[config.mk]
export PLATFORM = sky130hd
export DESIGN_NAME = uc_fault_response
export DESIGN_NICKNAME = d
export VERILOG_FILES = /design/src/logic/uc_fault_pkg.sv /design/src/logic/unit_timer_if.sv /design/src/logic/unit_timer.sv /design/src/logic/uc_fault_response.sv
export SDC_FILE = /design/constraint.sdc
export NUM_CORES = 1
export LEC_CHECK = 0
export ABC_AREA = 0
export BUFFER_PORTS_ARGS = -buffer_cell sky130_fd_sc_hd__clkbuf_2
export CAP_MARGIN = 20
export CORE_UTILIZATION = 60
export DETAILED_ROUTE_END_ITERATION = 8
export PLACE_DENSITY_LB_ADDON = 0.3
export SYNTH_ARGS = -nofsm -noshare
export SYNTH_HDL_FRONTEND = slang
export SYNTH_SLANG_ARGS = --single-unit
[constraint.sdc]
create_clock -name CLK_IN -period 10.5 [get_ports CLK_IN]
set_clock_uncertainty 0.15 [all_clocks]
set_input_delay 1.05 -clock CLK_IN [delete_from_list [all_inputs] [get_ports CLK_IN]]
set_output_delay 1.05 -clock CLK_IN [all_outputs]
set_load 0.005 [all_outputs]
[src/logic/uc_fault_pkg.sv]
package uc_fault_pkg;
	// ----------------------------------------------------------------
	// command codes and field layout
	// ----------------------------------------------------------------
	localparam logic [7:0] UC_POLICY_CODE = 8'hE6;
	localparam logic [7:0] UC_POLICY_RESET = 8'h00;
	localparam int RESP_HI = 7;
	localparam int RESP_LO = 6;
	localparam int RETRY_HI = 5;
	localparam int RETRY_LO = 3;
	localparam int UNITS_HI = 2;
	localparam int UNITS_LO = 0;

	// ----------------------------------------------------------------
	// response and retry encodings
	// ----------------------------------------------------------------
	localparam logic [1:0] RESP_IGNORE = 2'h0;
	localparam logic [1:0] RESP_DELAY = 2'h1;
	localparam logic [1:0] RESP_DISABLE_RETRY = 2'h2;
	localparam logic [1:0] RESP_HOLD_OFF = 2'h3;
	localparam logic [2:0] RETRY_NONE = 3'h0;
	localparam logic [2:0] RETRY_FOREVER = 3'h7;

	// ----------------------------------------------------------------
	// timing
	// ----------------------------------------------------------------
	localparam int CLK_PERIOD_PS = 20_000;
	localparam longint DELAY_UNIT_PS = 64'd10_000_000_000;   // 10 ms
	localparam longint RETRY_UNIT_PS = 64'd8_200_000_000;    // 8.2 ms
	localparam int DELAY_UNIT_CYCLES = int'(DELAY_UNIT_PS / CLK_PERIOD_PS);
	localparam int RETRY_UNIT_CYCLES = int'(RETRY_UNIT_PS / CLK_PERIOD_PS);

	typedef enum logic [2:0] {
		ST_OFF,
		ST_RUN,
		ST_DELAY,
		ST_OFF_WAIT,
		ST_RESTART,
		ST_LATCHED,
		ST_HOLD_OFF
	} seq_state_t;
endpackage

[src/logic/unit_timer_if.sv]
`timescale 1ns/1ns
interface unit_timer_if;
	logic start;      // one-cycle pulse, loads a new interval
	logic cancel;     // one-cycle pulse, or held while stopped; abandons the interval
	logic use_retry;  // 1: restart unit, 0: delay unit
	logic [2:0] units;
	logic done;       // one-cycle pulse when the interval ends

	modport ctrl (output start, output cancel, output use_retry, output units, input done);
	modport timer (input start, input cancel, input use_retry, input units, output done);
endinterface

[src/logic/unit_timer.sv]
`timescale 1ns/1ns
module unit_timer #(
	parameter int DELAY_CYCLES = uc_fault_pkg::DELAY_UNIT_CYCLES,
	parameter int RETRY_CYCLES = uc_fault_pkg::RETRY_UNIT_CYCLES
) (
	input wire logic clk_in,
	input wire logic srst_in,
	unit_timer_if.timer tmr
);
	logic running_reg;
	logic [31:0] rem_reg;
	logic [31:0] span;

	// interval length in clocks; the unit depends on what the interval is for
	assign span = 32'(tmr.units) * (tmr.use_retry ? 32'(RETRY_CYCLES) : 32'(DELAY_CYCLES));

	// ----------------------------------------------------------------
	// interval counter
	// ----------------------------------------------------------------
	// done is raised on the last clock so the sequencer acts exactly span clocks
	// after the start; zero units still takes one clock, the shortest possible
	always_ff @(posedge clk_in) begin
		tmr.done <= 1'b0;
		if (srst_in || tmr.cancel) begin
			running_reg <= 1'b0;
			rem_reg <= 32'h0000_0000;
		end else if (tmr.start) begin
			if (span <= 32'h0000_0001) begin
				running_reg <= 1'b0;
				tmr.done <= 1'b1;
			end else begin
				running_reg <= 1'b1;
			end
			rem_reg <= span - 32'h0000_0001;
		end else if (running_reg) begin
			rem_reg <= rem_reg - 32'h0000_0001;
			if (rem_reg == 32'h0000_0001) begin
				running_reg <= 1'b0;
				tmr.done <= 1'b1;
			end
		end
	end
endmodule

[src/logic/uc_fault_response.sv]
// Behaviour
// - byte register at command 0xE6 holds the policy, byte read and write
// - any fault, any response code: alert pulled low, status bit set
// - same encoding as voltage faults; sets only the undercurrent status bit
// - code 00: output keeps running, only reporting happens
// - code 01: run for delay units, then retry handling if fault remains
// - code 10: disable at once, then restart per retry count
// - code 11: output off while fault lasts, back on when it goes
// - retry 000: no restart, output stays off until fault cleared
// - retry 1..6 gives that many attempts, then latched off until cleared
// - attempts start a delay-field count of restart units apart
// - delay field counts 10 ms units for the keep-running delay
// - delay field counts 8.2 ms units between restart attempts
// - retry 111 retries forever until disabled or another fault
`timescale 1ns/1ns
module uc_fault_response #(
	parameter int DELAY_UNIT_CYCLES = uc_fault_pkg::DELAY_UNIT_CYCLES,
	parameter int RETRY_UNIT_CYCLES = uc_fault_pkg::RETRY_UNIT_CYCLES
) (
	input wire logic CLK_IN,
	input wire logic SRST_IN,
	input wire logic CMD_VALID_IN,
	input wire logic CMD_WRITE_IN,
	input wire logic [7:0] CMD_CODE_IN,
	input wire logic [7:0] CMD_WDATA_IN,
	input wire logic CLEAR_FAULTS_IN,
	input wire logic OTHER_SHUTDOWN_IN,
	input wire logic OUTPUT_ON_CTRL_IN,
	input wire logic UC_FAULT_IN,
	output logic [7:0] CMD_RDATA_OUT,
	output logic CMD_ACK_OUT,
	output logic CMD_NACK_OUT,
	output logic HOST_ALERT_LINE_OUT,
	output logic HOST_ALERT_LINE_OE_OUT,
	output logic UC_STATUS_OUT,
	output logic OUTPUT_ENABLE_OUT
);
	logic [7:0] policy_reg;
	logic [1:0] fault_sync_reg;
	logic [1:0] ctrl_sync_reg;
	logic fault_seen_reg;
	logic [2:0] attempts_reg;
	uc_fault_pkg::seq_state_t state_reg;
	uc_fault_pkg::seq_state_t state_next;
	logic fault;
	logic ctrl_on;
	logic fault_rise;
	logic stop;
	logic [1:0] resp;
	logic [2:0] retry;
	logic more_tries;
	unit_timer_if tmr_if ();

	assign fault = fault_sync_reg[1];
	assign ctrl_on = ctrl_sync_reg[1];
	assign fault_rise = fault && !fault_seen_reg;
	assign stop = !ctrl_on || OTHER_SHUTDOWN_IN;
	assign resp = policy_reg[uc_fault_pkg::RESP_HI:uc_fault_pkg::RESP_LO];
	assign retry = policy_reg[uc_fault_pkg::RETRY_HI:uc_fault_pkg::RETRY_LO];
	// retry code 111 never runs out of attempts
	assign more_tries = (retry == uc_fault_pkg::RETRY_FOREVER) ||
		(attempts_reg < retry);

	// ----------------------------------------------------------------
	// pin synchronisers
	// ----------------------------------------------------------------
	// fault sense and control pin are asynchronous to this clock
	always_ff @(posedge CLK_IN) begin
		if (SRST_IN) begin
			fault_sync_reg <= 2'h0;
			ctrl_sync_reg <= 2'h0;
			fault_seen_reg <= 1'b0;
		end else begin
			fault_sync_reg <= {fault_sync_reg[0], UC_FAULT_IN};
			ctrl_sync_reg <= {ctrl_sync_reg[0], OUTPUT_ON_CTRL_IN};
			fault_seen_reg <= fault;
		end
	end

	// ----------------------------------------------------------------
	// command register
	// ----------------------------------------------------------------
	// answers one cycle after the request; unknown codes are refused
	always_ff @(posedge CLK_IN) begin
		if (SRST_IN) begin
			policy_reg <= uc_fault_pkg::UC_POLICY_RESET;
			CMD_RDATA_OUT <= 8'h00;
			CMD_ACK_OUT <= 1'b0;
			CMD_NACK_OUT <= 1'b0;
		end else begin
			CMD_ACK_OUT <= CMD_VALID_IN && (CMD_CODE_IN == uc_fault_pkg::UC_POLICY_CODE);
			CMD_NACK_OUT <= CMD_VALID_IN && (CMD_CODE_IN != uc_fault_pkg::UC_POLICY_CODE);
			if (CMD_VALID_IN && CMD_CODE_IN == uc_fault_pkg::UC_POLICY_CODE) begin
				if (CMD_WRITE_IN) begin
					policy_reg <= CMD_WDATA_IN;
				end else begin
					CMD_RDATA_OUT <= policy_reg;
				end
			end else if (CMD_VALID_IN && !CMD_WRITE_IN) begin
				CMD_RDATA_OUT <= 8'h00;
			end
		end
	end

	// ----------------------------------------------------------------
	// alert and status reporting
	// ----------------------------------------------------------------
	// a new fault edge beats a clear in the same cycle so no event is lost
	always_ff @(posedge CLK_IN) begin
		if (SRST_IN) begin
			UC_STATUS_OUT <= 1'b0;
			HOST_ALERT_LINE_OE_OUT <= 1'b0;
			HOST_ALERT_LINE_OUT <= 1'b0;
		end else begin
			HOST_ALERT_LINE_OUT <= 1'b0; // open drain: only ever pulls low
			if (fault_rise) begin
				UC_STATUS_OUT <= 1'b1;
				HOST_ALERT_LINE_OE_OUT <= 1'b1;
			end else if (CLEAR_FAULTS_IN) begin
				UC_STATUS_OUT <= 1'b0;
				HOST_ALERT_LINE_OE_OUT <= 1'b0;
			end
		end
	end

	// ----------------------------------------------------------------
	// interval timer
	// ----------------------------------------------------------------
	unit_timer #(
		.DELAY_CYCLES(DELAY_UNIT_CYCLES),
		.RETRY_CYCLES(RETRY_UNIT_CYCLES)
	) timer_u (
		.clk_in(CLK_IN),
		.srst_in(SRST_IN),
		.tmr(tmr_if.timer)
	);

	// ----------------------------------------------------------------
	// response sequencer
	// ----------------------------------------------------------------
	always_comb begin
		state_next = state_reg;
		tmr_if.start = 1'b0;
		tmr_if.cancel = 1'b0;
		tmr_if.use_retry = 1'b1;
		tmr_if.units = policy_reg[uc_fault_pkg::UNITS_HI:uc_fault_pkg::UNITS_LO];
		if (stop) begin
			state_next = uc_fault_pkg::ST_OFF;
			tmr_if.cancel = 1'b1;
		end else begin
			unique case (state_reg)
				uc_fault_pkg::ST_OFF: begin
					state_next = uc_fault_pkg::ST_RUN;
				end
				uc_fault_pkg::ST_RUN: begin
					if (fault) begin
						unique case (resp)
							uc_fault_pkg::RESP_IGNORE: state_next = uc_fault_pkg::ST_RUN;
							uc_fault_pkg::RESP_DELAY: begin
								state_next = uc_fault_pkg::ST_DELAY;
								tmr_if.start = 1'b1;
								tmr_if.use_retry = 1'b0;
							end
							uc_fault_pkg::RESP_DISABLE_RETRY: begin
								if (retry == uc_fault_pkg::RETRY_NONE) begin
									state_next = uc_fault_pkg::ST_LATCHED;
								end else begin
									state_next = uc_fault_pkg::ST_OFF_WAIT;
									tmr_if.start = 1'b1;
								end
							end
							uc_fault_pkg::RESP_HOLD_OFF: state_next = uc_fault_pkg::ST_HOLD_OFF;
						endcase
					end
				end
				uc_fault_pkg::ST_DELAY: begin
					if (!fault) begin
						state_next = uc_fault_pkg::ST_RUN;
						tmr_if.cancel = 1'b1;
					end else if (tmr_if.done) begin
						if (retry == uc_fault_pkg::RETRY_NONE) begin
							state_next = uc_fault_pkg::ST_LATCHED;
						end else begin
							state_next = uc_fault_pkg::ST_OFF_WAIT;
							tmr_if.start = 1'b1;
						end
					end
				end
				uc_fault_pkg::ST_OFF_WAIT: begin
					if (tmr_if.done) begin
						if (more_tries) begin
							state_next = uc_fault_pkg::ST_RESTART;
							tmr_if.start = 1'b1;
						end else begin
							state_next = uc_fault_pkg::ST_LATCHED;
						end
					end
				end
				uc_fault_pkg::ST_RESTART: begin
					// timer keeps running so spacing is start to start; a failure on the
					// interval's last clock reloads it, or off-wait would wait forever
					if (fault) begin
						state_next = uc_fault_pkg::ST_OFF_WAIT;
						tmr_if.start = tmr_if.done;
					end else if (tmr_if.done) begin
						state_next = uc_fault_pkg::ST_RUN;
					end
				end
				uc_fault_pkg::ST_LATCHED: begin
					if (CLEAR_FAULTS_IN) begin
						state_next = uc_fault_pkg::ST_RUN;
					end
				end
				uc_fault_pkg::ST_HOLD_OFF: begin
					if (!fault) begin
						state_next = uc_fault_pkg::ST_RUN;
					end
				end
				default: state_next = uc_fault_pkg::ST_OFF;
			endcase
		end
	end

	always_ff @(posedge CLK_IN) begin
		if (SRST_IN) begin
			state_reg <= uc_fault_pkg::ST_OFF;
		end else begin
			state_reg <= state_next;
		end
	end

	// ----------------------------------------------------------------
	// attempt counter and output enable
	// ----------------------------------------------------------------
	// counter restarts whenever the sequence is left through run or off
	always_ff @(posedge CLK_IN) begin
		if (SRST_IN) begin
			attempts_reg <= 3'h0;
			OUTPUT_ENABLE_OUT <= 1'b0;
		end else begin
			if (state_next == uc_fault_pkg::ST_RUN || state_next == uc_fault_pkg::ST_OFF) begin
				attempts_reg <= 3'h0;
			end else if (state_reg == uc_fault_pkg::ST_OFF_WAIT &&
					state_next == uc_fault_pkg::ST_RESTART && attempts_reg != 3'h7) begin
				attempts_reg <= attempts_reg + 3'h1;
			end
			OUTPUT_ENABLE_OUT <= (state_next == uc_fault_pkg::ST_RUN) ||
				(state_next == uc_fault_pkg::ST_DELAY) ||
				(state_next == uc_fault_pkg::ST_RESTART);
		end
	end
endmodule

==> results summary, run 1 <==
The path class of the tightest hold or removal check is register to register. The actual slew at the worst max-slew pin came out at 851 ps. The final clock period utilization by the worst path came out at 0.406.

The overall die height is 85.8 um. Dividing the detail-routed via count by the number of cells gives between 5 and 6. The aggregate routed wire length came out at 9.05 mm. sky130_fd_sc_hd__dfxtp_1 is the most common cell in the netlist.

The worst slew margin relative to its limit is 0.418. The worst endpoint data arrival time is about 4400 ps. The run finished with clean final reports. After detailed routing, the average wire length per cell comes to 14.4 um. The DRC marker count from the first detailed-route iteration came out at 149. The peak supply drop is approximately 0.000083 V. The clock edge transition at the registers on the reported setup and hold paths is roughly 70 ps. The tightest hold margin came out at 288 ps. Of all flip-flops after synthesis, the portion carrying an async set or reset was 0. The post-CTS setup buffer count came out at 0.

The largest stage delay on the critical path came out at 530 ps. The timing-limited maximum frequency is 234 MHz. The number of instances in the synthesized netlist is 499.

The floorplan step defined a die boundary enclosing roughly 7400 um2. The core footprint came out at 6790 um2. In this run the tool buffered the top-level ports with 36 buffer cells. The final design area excluding fillers came out at 4620 um2.

The top cell type's share of synthesized area is 0.309. In this run the horizontal extent of the chip is approximately 86 um. The wire length of the first global-routing pass came out at around 16 mm. STA classifies the critical path startpoint as an input pin.

The total of hold buffers inserted after clock tree synthesis is 0. Max-cap violations in this run came to 0. The register with the most flip-flops in the layout has 32 of them. The clock passes through at most 2 buffers. Walking the worst path, the cells encountered are clkbuf_2, nor2b_1, nand3_1, and2_1, nand2b_1, ha_1, inv_1, fa_1, xnor2_1, nor2_1, o211ai_1, or4_1, o21a_1, a211oi_1.

The number of max-slew violations in the final report is 0. Setup repair after global routing left no endpoint under its margin. The CTS buffer count is 9. The number of iterations in the first detailed-routing pass came out at 5. The leakage power of the design is 1.94 nW.

In this run the worst setup path begins at OTHER_SHUTDOWN_IN. The total of fill cells in the finished design came out at 556. The number of diodes added for antenna fixing came out at 0.

The post-detailed-placement half-perimeter wirelength is ~6.6 mm. Setup violations remaining at the end of the flow were counted as 0. Among all stages on the critical path, the largest delay is contributed by sky130_fd_sc_hd__or4_1. The net count of the finished layout is 582. The number of non-filler instances in the completed layout came out at 627.

The ratio of total power to cell area came out at 97.4 nW/um2. The total of cells resized after clock tree synthesis is 0. The average size of a mapped cell came out at 8.43 um2. The total number of clock tree sinks is 65.

Once placement completed, the tool counted placed cells totaling approximately 610. The signed area change from the synthesized netlist to the final layout came out at 9.69%. The final route contains 3671 vias. The total cell area at the placement stage came out at 4450 um2. The number of antenna violations at the first check in global routing came out at 0. The total count of hold-check failures in the final report is 0. The master cell of the clock root buffer is sky130_fd_sc_hd__clkbuf_8. The critical path ends at timer_u.rem_reg[31]$_SDFFE_PP0P_. The number of top-level pins came out at 38.

The clock insertion delay at the later pin of the skew report is about 340 ps. The sequential element share of the synthesized area is 0.309. For this configuration, the core starts out at a cell density of 0.620. The accumulated negative setup slack came out at 0 ps. The final global-route overflow total is 0. Synthesis inferred 65 register bits. Data on the critical path is required at its endpoint by approximately 11000 ps. The deepest level of the CTS H-tree is 3. TritonCTS built the clock tree. At the end of routability-driven placement, the weighted congestion stood at 0.886. The critical path in this run is classified as input pin to register.

The number of warnings printed during yosys synthesis came out at 0. The fraction of final layout cells with drive strength greater than 1 is 0.128. By count the netlist is led by 65 x sky130_fd_sc_hd__dfxtp_1, 64 x sky130_fd_sc_hd__nor2_1, 29 x sky130_fd_sc_hd__ha_1. In this run, synthesis inferred 0 flip-flops with an integrated enable. The path depth of the worst reg2reg path is 13. The maximum fanout along the worst path came out at 6.

The count of nets left with antenna violations once routing finished came out at 0. The via count of the first global-routing pass came out at 3514. By area the synthesized netlist is led by sky130_fd_sc_hd__dfxtp_1 31%, sky130_fd_sc_hd__ha_1 8.6%, sky130_fd_sc_hd__xnor2_1 5.8%. The number of standard-cell rows in the floorplan came out at 30.

The worst setup path is captured at a register. The main flop type after synthesis is sky130_fd_sc_hd__dfxtp_1. The slack of the worst reg-to-reg path is 6420 ps.

In this run the critical register-to-register path is launched from fault_sync_reg[1]$_SDFF_PP0_. The count of distinct cell types in the synthesized netlist is 66. The worst register-to-register path ends at timer_u.rem_reg[31]$_SDFFE_PP0P_. The overall routing resource usage came out at 0.264. The number of remaining DRC errors is 0. The pin count of the biggest net entering global routing is 31. After layout, the minimum clock period comes to 4270 ps. The biggest area contributor in the post-synthesis netlist is sky130_fd_sc_hd__dfxtp_1.

Summing every instance area after synthesis gives 4210 um2.
-- placed cells by master (no fill, tap or decap), types with 4 or more instances in the layout --
master and n:
sky130_fd_sc_hd__inv_1 17, sky130_fd_sc_hd__nor2_1 64, sky130_fd_sc_hd__mux2i_1 12, sky130_fd_sc_hd__nor4_1 14, sky130_fd_sc_hd__a211oi_1 20, sky130_fd_sc_hd__nand4b_1 4
sky130_fd_sc_hd__and3_1 4, sky130_fd_sc_hd__nand3_1 15, sky130_fd_sc_hd__nand2b_1 10, sky130_fd_sc_hd__xor2_1 18, sky130_fd_sc_hd__a22oi_1 9, sky130_fd_sc_hd__nor3_1 12
sky130_fd_sc_hd__nand2_1 21, sky130_fd_sc_hd__and2_1 4, sky130_fd_sc_hd__nor3b_1 8, sky130_fd_sc_hd__nor2b_1 11, sky130_fd_sc_hd__or2_2 4, sky130_fd_sc_hd__ha_1 29
sky130_fd_sc_hd__dfxtp_1 65, sky130_fd_sc_hd__o21a_1 4, sky130_fd_sc_hd__o21ai_0 9, sky130_fd_sc_hd__o31ai_1 4, sky130_fd_sc_hd__conb_1 6, sky130_fd_sc_hd__a21oi_1 26
sky130_fd_sc_hd__clkbuf_8 10, sky130_fd_sc_hd__clkbuf_2 36, sky130_fd_sc_hd__a21o_1 4, sky130_fd_sc_hd__xnor2_1 28
-- area by class of cell --
| type | count | area [um2] | area share |
|---|---|---|---|
| Clock buffer | 12 | 145 | 0.0314 |
| Clock inverter | 3 | 17.5 | 0.00379 |
| Inverter | 17 | 63.8 | 0.0138 |
| Multi-Input combinational cell | 395 | 2770 | 0.599 |
| Sequential cell | 65 | 1300 | 0.282 |
| Tap cell | 96 | 120 | 0.0260 |
| Timing Repair Buffer | 39 | 203 | 0.0439 |
-- per-layer routing --
layer / vias to the layer above / global-route usage / share of wire
met2: 93 / 0.449 / 0.47
li1: 1843 / - / -
met4: 0 / 0.0727 / 0.0096
met1: 1724 / 0.332 / 0.47
met3: 11 / 0.0674 / 0.044
met5: - / 0 / 0
-- where the power goes --
group	switching [mW]	internal (mW)	total (mW)
Clock	0.0926	0.0901	0.183
Sequential	0.00103	0.248	0.249
Combinational	0.00976	0.00844	0.0182
-- critical path, delay by kind of cell --
family                   cells  cell delay [ps]
adder cells (fa/ha/maj)      2              770
AND/OR/NAND/NOR              6             1530
buffers and inverters        2              150
AO/OA/AOI/OAI                3              670
XOR/XNOR                     1              180
-- through the flow --
step / utilization / worst slack [ps] / total power, mW
floorplan: - / 6320 / 0.265
global placement: 0.656 / 6030 / 0.272
CTS: 0.680 / 6250 / 0.454
finish: 0.680 / 6230 / 0.450
global route: 0.680 / 6040 / 0.467
detailed placement: 0.656 / 5890 / 0.272
-- cells by family after synthesis --
family                   synth area share
buffers and inverters              0.0410
AO/OA/AOI/OAI                       0.162
adder cells (fa/ha/maj)            0.0957
AND/OR/NAND/NOR                     0.264
multiplexers                       0.0312
other                            0.000891
XOR/XNOR                           0.0957
flip-flops                          0.309
-- worst min-delay path by stage --
| stage | cells after the start | end | from | slack [ps] |
|---|---|---|---|---|
| 6_report | 1 | ctrl_sync_reg[1]$_SDFF_PP0_ | ctrl_sync_reg[0]$_SDFF_PP0_ | 290 |
| 5_1_grt | 1 | fault_sync_reg[1]$_SDFF_PP0_ | fault_sync_reg[0]$_SDFF_PP0_ | 310 |
| 4_1_cts | 1 | ctrl_sync_reg[1]$_SDFF_PP0_ | ctrl_sync_reg[0]$_SDFF_PP0_ | 290 |
| 3_5_place_dp | 1 | ctrl_sync_reg[1]$_SDFF_PP0_ | ctrl_sync_reg[0]$_SDFF_PP0_ | 280 |
| 3_3_place_gp | 1 | fault_sync_reg[1]$_SDFF_PP0_ | fault_sync_reg[0]$_SDFF_PP0_ | 270 |
| 2_1_floorplan | 1 | ctrl_sync_reg[1]$_SDFF_PP0_ | ctrl_sync_reg[0]$_SDFF_PP0_ | 260 |
No activity file was read; power rests on OpenSTA's default activity.
==> run 2: changes to the inputs <==
CORE_UTILIZATION = 54   (was 60)
clock period = 3.7 ns   (was 10.5 ns; I/O delays follow)
==> run 2 against run 1 <==
  * Routed wire length up 6.9%
  * Via count up 2.4%
  * Die area up 11%
  * Hold slack worse by 190 ps
  * First-iteration DRC count up 16%
  * Cell count up 3.8%
  * Critical endpoint is now timer_u.rem_reg[21]$_SDFFE_PP0P_
  * Non-clock buffer count up 20
  * Sequential cell count unchanged
  * Highest routed layer unchanged
  * Sequential share of layout area down 1.6 points
  * Critical path depth down 1
  * Combinational power rose to 3.2 times the previous value
==> results summary, run 2 (synthesized netlist as in run 1, its figures left out) <==
The deepest level of the CTS H-tree came out at 3 (unchanged). The number of cells traversed by the worst hold path came out at 2 (+1). The fraction of power consumed by combinational cells is 0.043 (+0.003). The total instance count after detailed placement is 631 (+3.1%).

The number of standard-cell rows in the floorplan came to 31 (+3.3%). The number of flip-flops under the largest register name came out at 32 (unchanged). The tightest hold margin came out at 92.7 ps (-195 ps). The count of vias placed by the detailed router is 3760 (+2.4%). The actual slew at the worst max-slew pin came out at 925 ps (+73.5 ps).

The number of remaining DRC errors is 0 (unchanged). The core footprint was 7410 um2 (+9.0%). The data required time of the critical path came out at 3800 ps (-6800 ps). Clock tree synthesis selected as its root buffer the cell sky130_fd_sc_hd__clkbuf_8. The overall routing resource usage came out at 0.242 (-0.0218). The wire length of the first global-routing pass is 16.3 mm (+5.1%). The worst hold path belongs to the class input pin to register. The accumulated negative setup slack was 0 ps (unchanged). The final global-route overflow total is 0 (unchanged). The count of max-cap constraint violations came out at 0 (unchanged).

The CTS buffer count is 9 (unchanged). The path depth of the worst reg2reg path came to 13 (unchanged). TritonCTS built the clock tree. The final routed wire length divided by cell count is 14.9 um (+3.0%). The area of the die came out at 8150 um2 (+11%). The via count of the first global-routing pass is 3545 (+0.88%). The leakage power of the design came out at 2.07 nW (+6.6%). The number of max-slew violations in the final report came out at 0 (unchanged). The worst endpoint data arrival time came out at 3630 ps (-740 ps). The starting density of the core is 0.568 (-0.0514). The total of fill cells in the finished design came out at 598 (+7.6%). The signal on the critical path passes through and4bb_2, nand3_2, and2_4, nand2b_4, ha_4, inv_1, fa_2, nand2b_1, nor2_2, o211ai_1, or4_4, o21a_4, a211oi_1. The net switching power came out at 0.319 mW (+210%). The cell-internal power is 1.06 mW (+210%). The overall die height came out at 90.3 um (+5.3%). STA classifies the critical path endpoint as a register. The post-detailed-placement half-perimeter wirelength is 6.95 mm (+5.5%).

The ratio of total power to cell area came out at 281 nW/um2 (+190%). The run finished with clean final reports. The pin count of the biggest net entering global routing is 31 (unchanged).

The x dimension of the die was 90.3 um (+5.3%). The weighted congestion at the end of routability-driven global placement came out at 0.908 (+2.5%). The sequential group share of total power came out at 0.511 (-0.042). The number of antenna violations at the first check in global routing is 0 (unchanged). The clock insertion delay at the later pin of the skew report came to 350 ps (about the same). The number of diodes added for antenna fixing came out at 0 (unchanged). The number of non-filler instances in the completed layout was 651 (+3.8%).

The via count normalized by instance count is 5.78 (-1.4%). The number of endpoints failing setup at the final stage came out at 0 (unchanged). The number of routed nets with antenna violations came out at 0 (unchanged). The worst slew margin relative to its limit is 0.368 (-0.0503). The maximum root-to-sink buffer count came out at 2 (unchanged).

The flip-flop and latch area came out at 1300 um2 (about the same). The number of top-level pins was 38 (unchanged). The total count of hold-check failures in the final report came out at 0 (unchanged).

The library cell used most frequently in the layout, excluding fill and tap cells, is sky130_fd_sc_hd__dfxtp_1. The proportion of total power due to net switching is 0.232 (+0.00164). The total number of clock tree sinks came out at 65 (unchanged). The critical path is of the register to register type. The timing-limited maximum frequency is 283 MHz. The kind of start point of the critical path is a register. The slack of the worst reg-to-reg path came out at 170 ps (-6250 ps).

The post-route minimum period came out at 3530 ps. From synthesis to final layout, the design area changed by 16.6%. The net count of the finished layout came to 602 (+3.4%). The largest stage delay on the critical path is 550 ps (+20 ps). The combined area of the multi-input logic cells is 2870 um2 (+3.6%). Leaving out fill and tap cells, the most frequent cells in the layout are 64 x sky130_fd_sc_hd__dfxtp_1, 63 x sky130_fd_sc_hd__nor2_1, 36 x sky130_fd_sc_hd__clkbuf_2, 27 x sky130_fd_sc_hd__xnor2_1. The total of hold buffers inserted after clock tree synthesis is 0 (unchanged).

The fraction of final layout cells with drive strength greater than 1 was 0.197 (+0.0694). The proportion of power drawn by the clock network is 0.446 (+0.040). The number of iterations in the first detailed-routing pass is 4 (-1). The peak supply drop came out at 0.000208 V (+150%). The DRC marker count from the first detailed-route iteration came out at 173 (+16%). The maximum fanout along the worst path came out at 6 (unchanged).

The largest individual stage delay along the critical path comes from the cell sky130_fd_sc_hd__or4_4. The clock edge transition at the registers on the reported setup and hold paths came to 70 ps (about the same). The aggregate routed wire length came to 9.68 mm (+6.9%). Dividing the final minimum period by the clock period gives 0.955.

The count of input and output buffers is 36 (unchanged).
==> run 2: cell count changes in the layout (fill, tap and decap cells not counted), sizes merged <==
cell | previous run | this run
buf | 3 | 23
bufinv | 0 | 1
clkbuf | 48 | 47
clkinvlp | 1 | 2
==> run 2: path summary, 6_finish.rpt <==
| check | to | start |
|---|---|---|
| setup / recovery | timer_u.rem_reg[21]$_SDFFE_PP0P_ | state_reg[1]$_SDFF_PP0_ |
| hold / removal | ctrl_sync_reg[0]$_SDFF_PP0_ | OUTPUT_ON_CTRL_IN |
| setup reg to reg | timer_u.rem_reg[21]$_SDFFE_PP0P_ | state_reg[1]$_SDFF_PP0_ |
| hold reg to reg | ctrl_sync_reg[1]$_SDFF_PP0_ | ctrl_sync_reg[0]$_SDFF_PP0_ |
==> run 2: timing repair <==
action / 4_1_cts / 5_1_grt
buffers inserted: 1 / 3
endpoints found under the hold margin: 0 / 0
endpoints found under the setup margin: 6 / 17
resized for setup: 3 / 19
pin swaps: 2 / 4
gates cloned: 0 / 0
==> run 2: critical path: cells and delay by family, from the launching register on <==
kind            cells  cell delay, ps
buf+inv             1              50
compound gates      3             570
flops               1             320
fa+ha+maj           2             800
simple gates        7            1540
==> run 2: per-stage QoR <==
step	worst slack, ps	total power [mW]	utilization	instance area, um2
2_1_floorplan	190	0.753	-	4230
3_3_place_gp	123	0.774	0.618	4580
3_5_place_dp	-36.1	0.776	0.618	4580
4_1_cts	11.4	1.38	0.647	4790
5_1_grt	-44.6	1.43	0.662	4910
6_report	168	1.38	0.662	4910
==> run 2: cell type report <==
type	count	area share
clock inverter	5	0.0112
tap	99	0.0252
sequential	65	0.265
multi-input combinational	395	0.584
clock buffer	11	0.0288
inverter	17	0.0130
timing repair buffer	59	0.0719
==> run 2: routing by layer <==
metal / track usage / part of all wire / up-vias
met5: 0 / 0 / -
met4: 0.0672 / 0.016 / 0
met3: 0.0547 / 0.045 / 16
met2: 0.406 / 0.47 / 103
met1: 0.312 / 0.46 / 1763
li1: - / - / 1878
==> run 2: power groups by stage <==
stage	Sequential, mW	Combinational [mW]	Clock, mW
final	0.704	0.0591	0.614
after global routing	0.704	0.0658	0.655
after CTS	0.704	0.0562	0.620
after detailed placement	0.720	0.0551	0
after global placement	0.720	0.0541	0
after floorplan	0.720	0.0328	0
==> run 3: changes to the inputs <==
CORE_MARGIN = 2   (was unset)
==> run 3 against run 2 <==
  * Non-clock buffer count grew 1
  * Power shrank 1.1%
  * Fmax up 0.79%
  * Cell count rose by 0.61%
  * Design area shrank 0.38%
  * Sequential power about the same
  * Via count fell by 1.7%
  * Hold slack worse by 8.3 ps
  * Critical path depth did not move
  * Combinational power shrank 3%
  * Core utilization fell by 2.3 points
  * Routed wire length is 2.8% lower
==> results summary, run 3 (synthesized netlist as in run 1, its figures left out) <==
The run finished with clean final reports. The clock insertion delay at the later pin of the skew report is 340 ps (about the same). The net count of the finished layout was 603 (+0.17%). The pin count of the biggest net entering global routing came out at 31 (unchanged). The critical path is of the register to register type. The number of iterations in the first detailed-routing pass is 4 (unchanged). The actual slew at the worst max-slew pin came out at 871 ps (-53.8 ps). The worst setup path is launched from a register. The total of fill cells in the finished design came out at 662 (+11%). The clock edge transition at the registers on the reported setup and hold paths is 80 ps (about the same). The total cell area at the placement stage came to 4610 um2 (+0.74%). The final routed wire length divided by cell count is 14.4 um (-3.4%).

The area of the die came out at 8520 um2 (+4.5%). The total number of clock tree sinks came out at 65 (unchanged). The number of logic stages on the critical path including buffering came out at 13 (unchanged). The count of max-cap constraint violations came out at 0 (unchanged). The CTS buffer count was 9 (unchanged).

The deepest level of the CTS H-tree came to 3 (unchanged). The overall die height is 92.3 um (+2.2%). The weighted congestion at the end of routability-driven global placement is 0.848 (-6.6%).

The count of buffering cells on the critical path with inverters included is 1 (unchanged). The capturing element of the worst setup path is timer_u.rem_reg[31]$_SDFFE_PP0P_. The worst register-to-register path ends at timer_u.rem_reg[31]$_SDFFE_PP0P_. The leakage power of the design came to 2.08 nW (+0.39%). The number of routed nets with antenna violations came out at 0 (unchanged).

The final clock period utilization by the worst path was 0.947 (-0.00752). The via count normalized by instance count came out at 5.64 (-2.3%). The post-route minimum period is 3500 ps (-27.8 ps). The signed area change from the synthesized netlist to the final layout came out at 16.1%. The peak supply drop is 0.000195 V (-5.8%).

The family with the most delay on the worst path is simple AND/OR/NAND/NOR gates. In this run the worst setup path begins at state_reg[1]$_SDFF_PP0_. The number of antenna violations at the first check in global routing is 0 (unchanged). The slack of the worst reg-to-reg path is 200 ps (+30 ps).

The final design area excluding fillers is 4890 um2 (-0.38%). The timing-limited maximum frequency is 285 MHz (+0.79%). The number of flip-flops under the largest register name came to 32 (unchanged). The worst endpoint data arrival time is 3610 ps (-20 ps). The post-detailed-placement half-perimeter wirelength was 7.03 mm (+1.1%). The number of endpoints failing setup at the final stage came out at 0 (unchanged). The category of the worst setup path capture point is a register. The via count of the first global-routing pass is 3682 (+3.9%). The maximum fanout along the worst path is 6 (unchanged). The path depth of the worst reg2reg path was 13 (unchanged). The count of vias placed by the detailed router is 3697 (-1.7%). The aggregate routed wire length came out at 9.41 mm (-2.8%). Setup repair after global routing left no endpoint under its margin.

The count of input and output buffers came to 36 (unchanged). The number of top-level pins came out at 38 (unchanged). The final global-route overflow total is 0 (unchanged).

The data required time of the critical path is 3800 ps (about the same). The DRC marker count from the first detailed-route iteration is 151 (-13%). In the layout the commonest cells are 65 x sky130_fd_sc_hd__dfxtp_1, 63 x sky130_fd_sc_hd__nor2_1, 36 x sky130_fd_sc_hd__clkbuf_2, 28 x sky130_fd_sc_hd__xnor2_1, 28 x sky130_fd_sc_hd__ha_1. TritonCTS built the clock tree. The startpoint identified for the worst register-to-register timing path is state_reg[1]$_SDFF_PP0_.

The worst hold path belongs to the class input pin to register. The ratio of total power to cell area is 279 nW/um2 (-0.70%). The x dimension of the die is 92.3 um (+2.2%).

The fraction of final layout cells with drive strength greater than 1 is 0.188 (-0.00940). The number of standard-cell rows in the floorplan is 32 (+3.2%). The highest-delay cell along the critical path is sky130_fd_sc_hd__fa_1. The worst slew margin relative to its limit came out at 0.404 (+0.0368). The number of diodes added for antenna fixing came to 0 (unchanged). The overall routing resource usage is 0.238 (-0.00428). The maximum root-to-sink buffer count came out at 2 (unchanged).

The number of max-slew violations in the final report came out at 0 (unchanged). The total count of hold-check failures in the final report is 0 (unchanged). The wire length of the first global-routing pass is 16.6 mm (+1.4%). The number of remaining DRC errors came to 0 (unchanged). The tightest hold margin is 84.4 ps (-8.25 ps).

The critical path goes through and4bb_2, nand3_1, and2_1, nand2b_4, ha_4, inv_1, fa_1, nand2b_1, nor2_2, o211ai_1, or4_4, o21a_4, a211oi_1. The most frequent standard cell in the layout excluding fill and tap cells is sky130_fd_sc_hd__dfxtp_1. The master cell of the clock root buffer is sky130_fd_sc_hd__clkbuf_8.

The starting density of the core came to 0.550 (-0.0178). The largest stage delay on the critical path came out at 520 ps (-30 ps). The core footprint came out at 7650 um2 (+3.2%).
## run 3: changes by cell type in the layout (fill, tap and decap cells not counted), sizes merged
cell	change
clkinv	+4
clkbuf	-2
clkinvlp	-2
buf	+1
## run 3: how the worst min path moves through the flow
stage / endpoint / startpoint / cells after the start
global placement: ctrl_sync_reg[1]$_SDFF_PP0_ / ctrl_sync_reg[0]$_SDFF_PP0_ / 1
global route: ctrl_sync_reg[0]$_SDFF_PP0_ / OUTPUT_ON_CTRL_IN / 2
floorplan: ctrl_sync_reg[1]$_SDFF_PP0_ / ctrl_sync_reg[0]$_SDFF_PP0_ / 1
CTS: fault_sync_reg[0]$_SDFF_PP0_ / UC_FAULT_IN / 2
finish: fault_sync_reg[0]$_SDFF_PP0_ / UC_FAULT_IN / 2
detailed placement: ctrl_sync_reg[1]$_SDFF_PP0_ / ctrl_sync_reg[0]$_SDFF_PP0_ / 1
## run 3: power by group
part | internal (mW) | total (mW) | switching [mW]
Combinational | 0.0271 | 0.0572 | 0.0302
Clock | 0.311 | 0.601 | 0.290
Sequential | 0.703 | 0.704 | 0.00111
## run 3: repair_timing
item | in CTS | in global routing
hold endpoints to repair | 0 | 0
hold buffers | 0 | 0
pin swaps | 1 | 5
cloned | 0 | 0
endpoints found under the setup margin | 5 | 13
buffers inserted | 1 | 1
resized for setup | 2 | 13
## run 3: layer usage
layer	wire, um	global-route usage
met2	4490	0.403
met5	0	0
met3	439	0.0493
met1	4350	0.306
met4	128	0.0684
## run 3: layout make-up
cell class	count	area, um2	area share
Multi-Input combinational cell	395	2840	0.581
Sequential cell	65	1300	0.266
Timing Repair Buffer	60	360	0.0737
Tap cell	102	128	0.0261
Clock buffer	9	124	0.0253
Clock inverter	7	71.3	0.0146
Inverter	17	63.8	0.0131
## run 3: stage by stage
step                       util  worst slack [ps]  setup TNS, ps  std cells  total power, mW
after floorplan               -               190              0        504            0.753
after global placement    0.603               119              0        637            0.774
after detailed placement  0.603             -41.1           -121        637            0.775
after CTS                 0.631              3.91              0        654             1.37
after global routing      0.639              8.26              0        655             1.41
final                     0.639               195              0        655             1.36
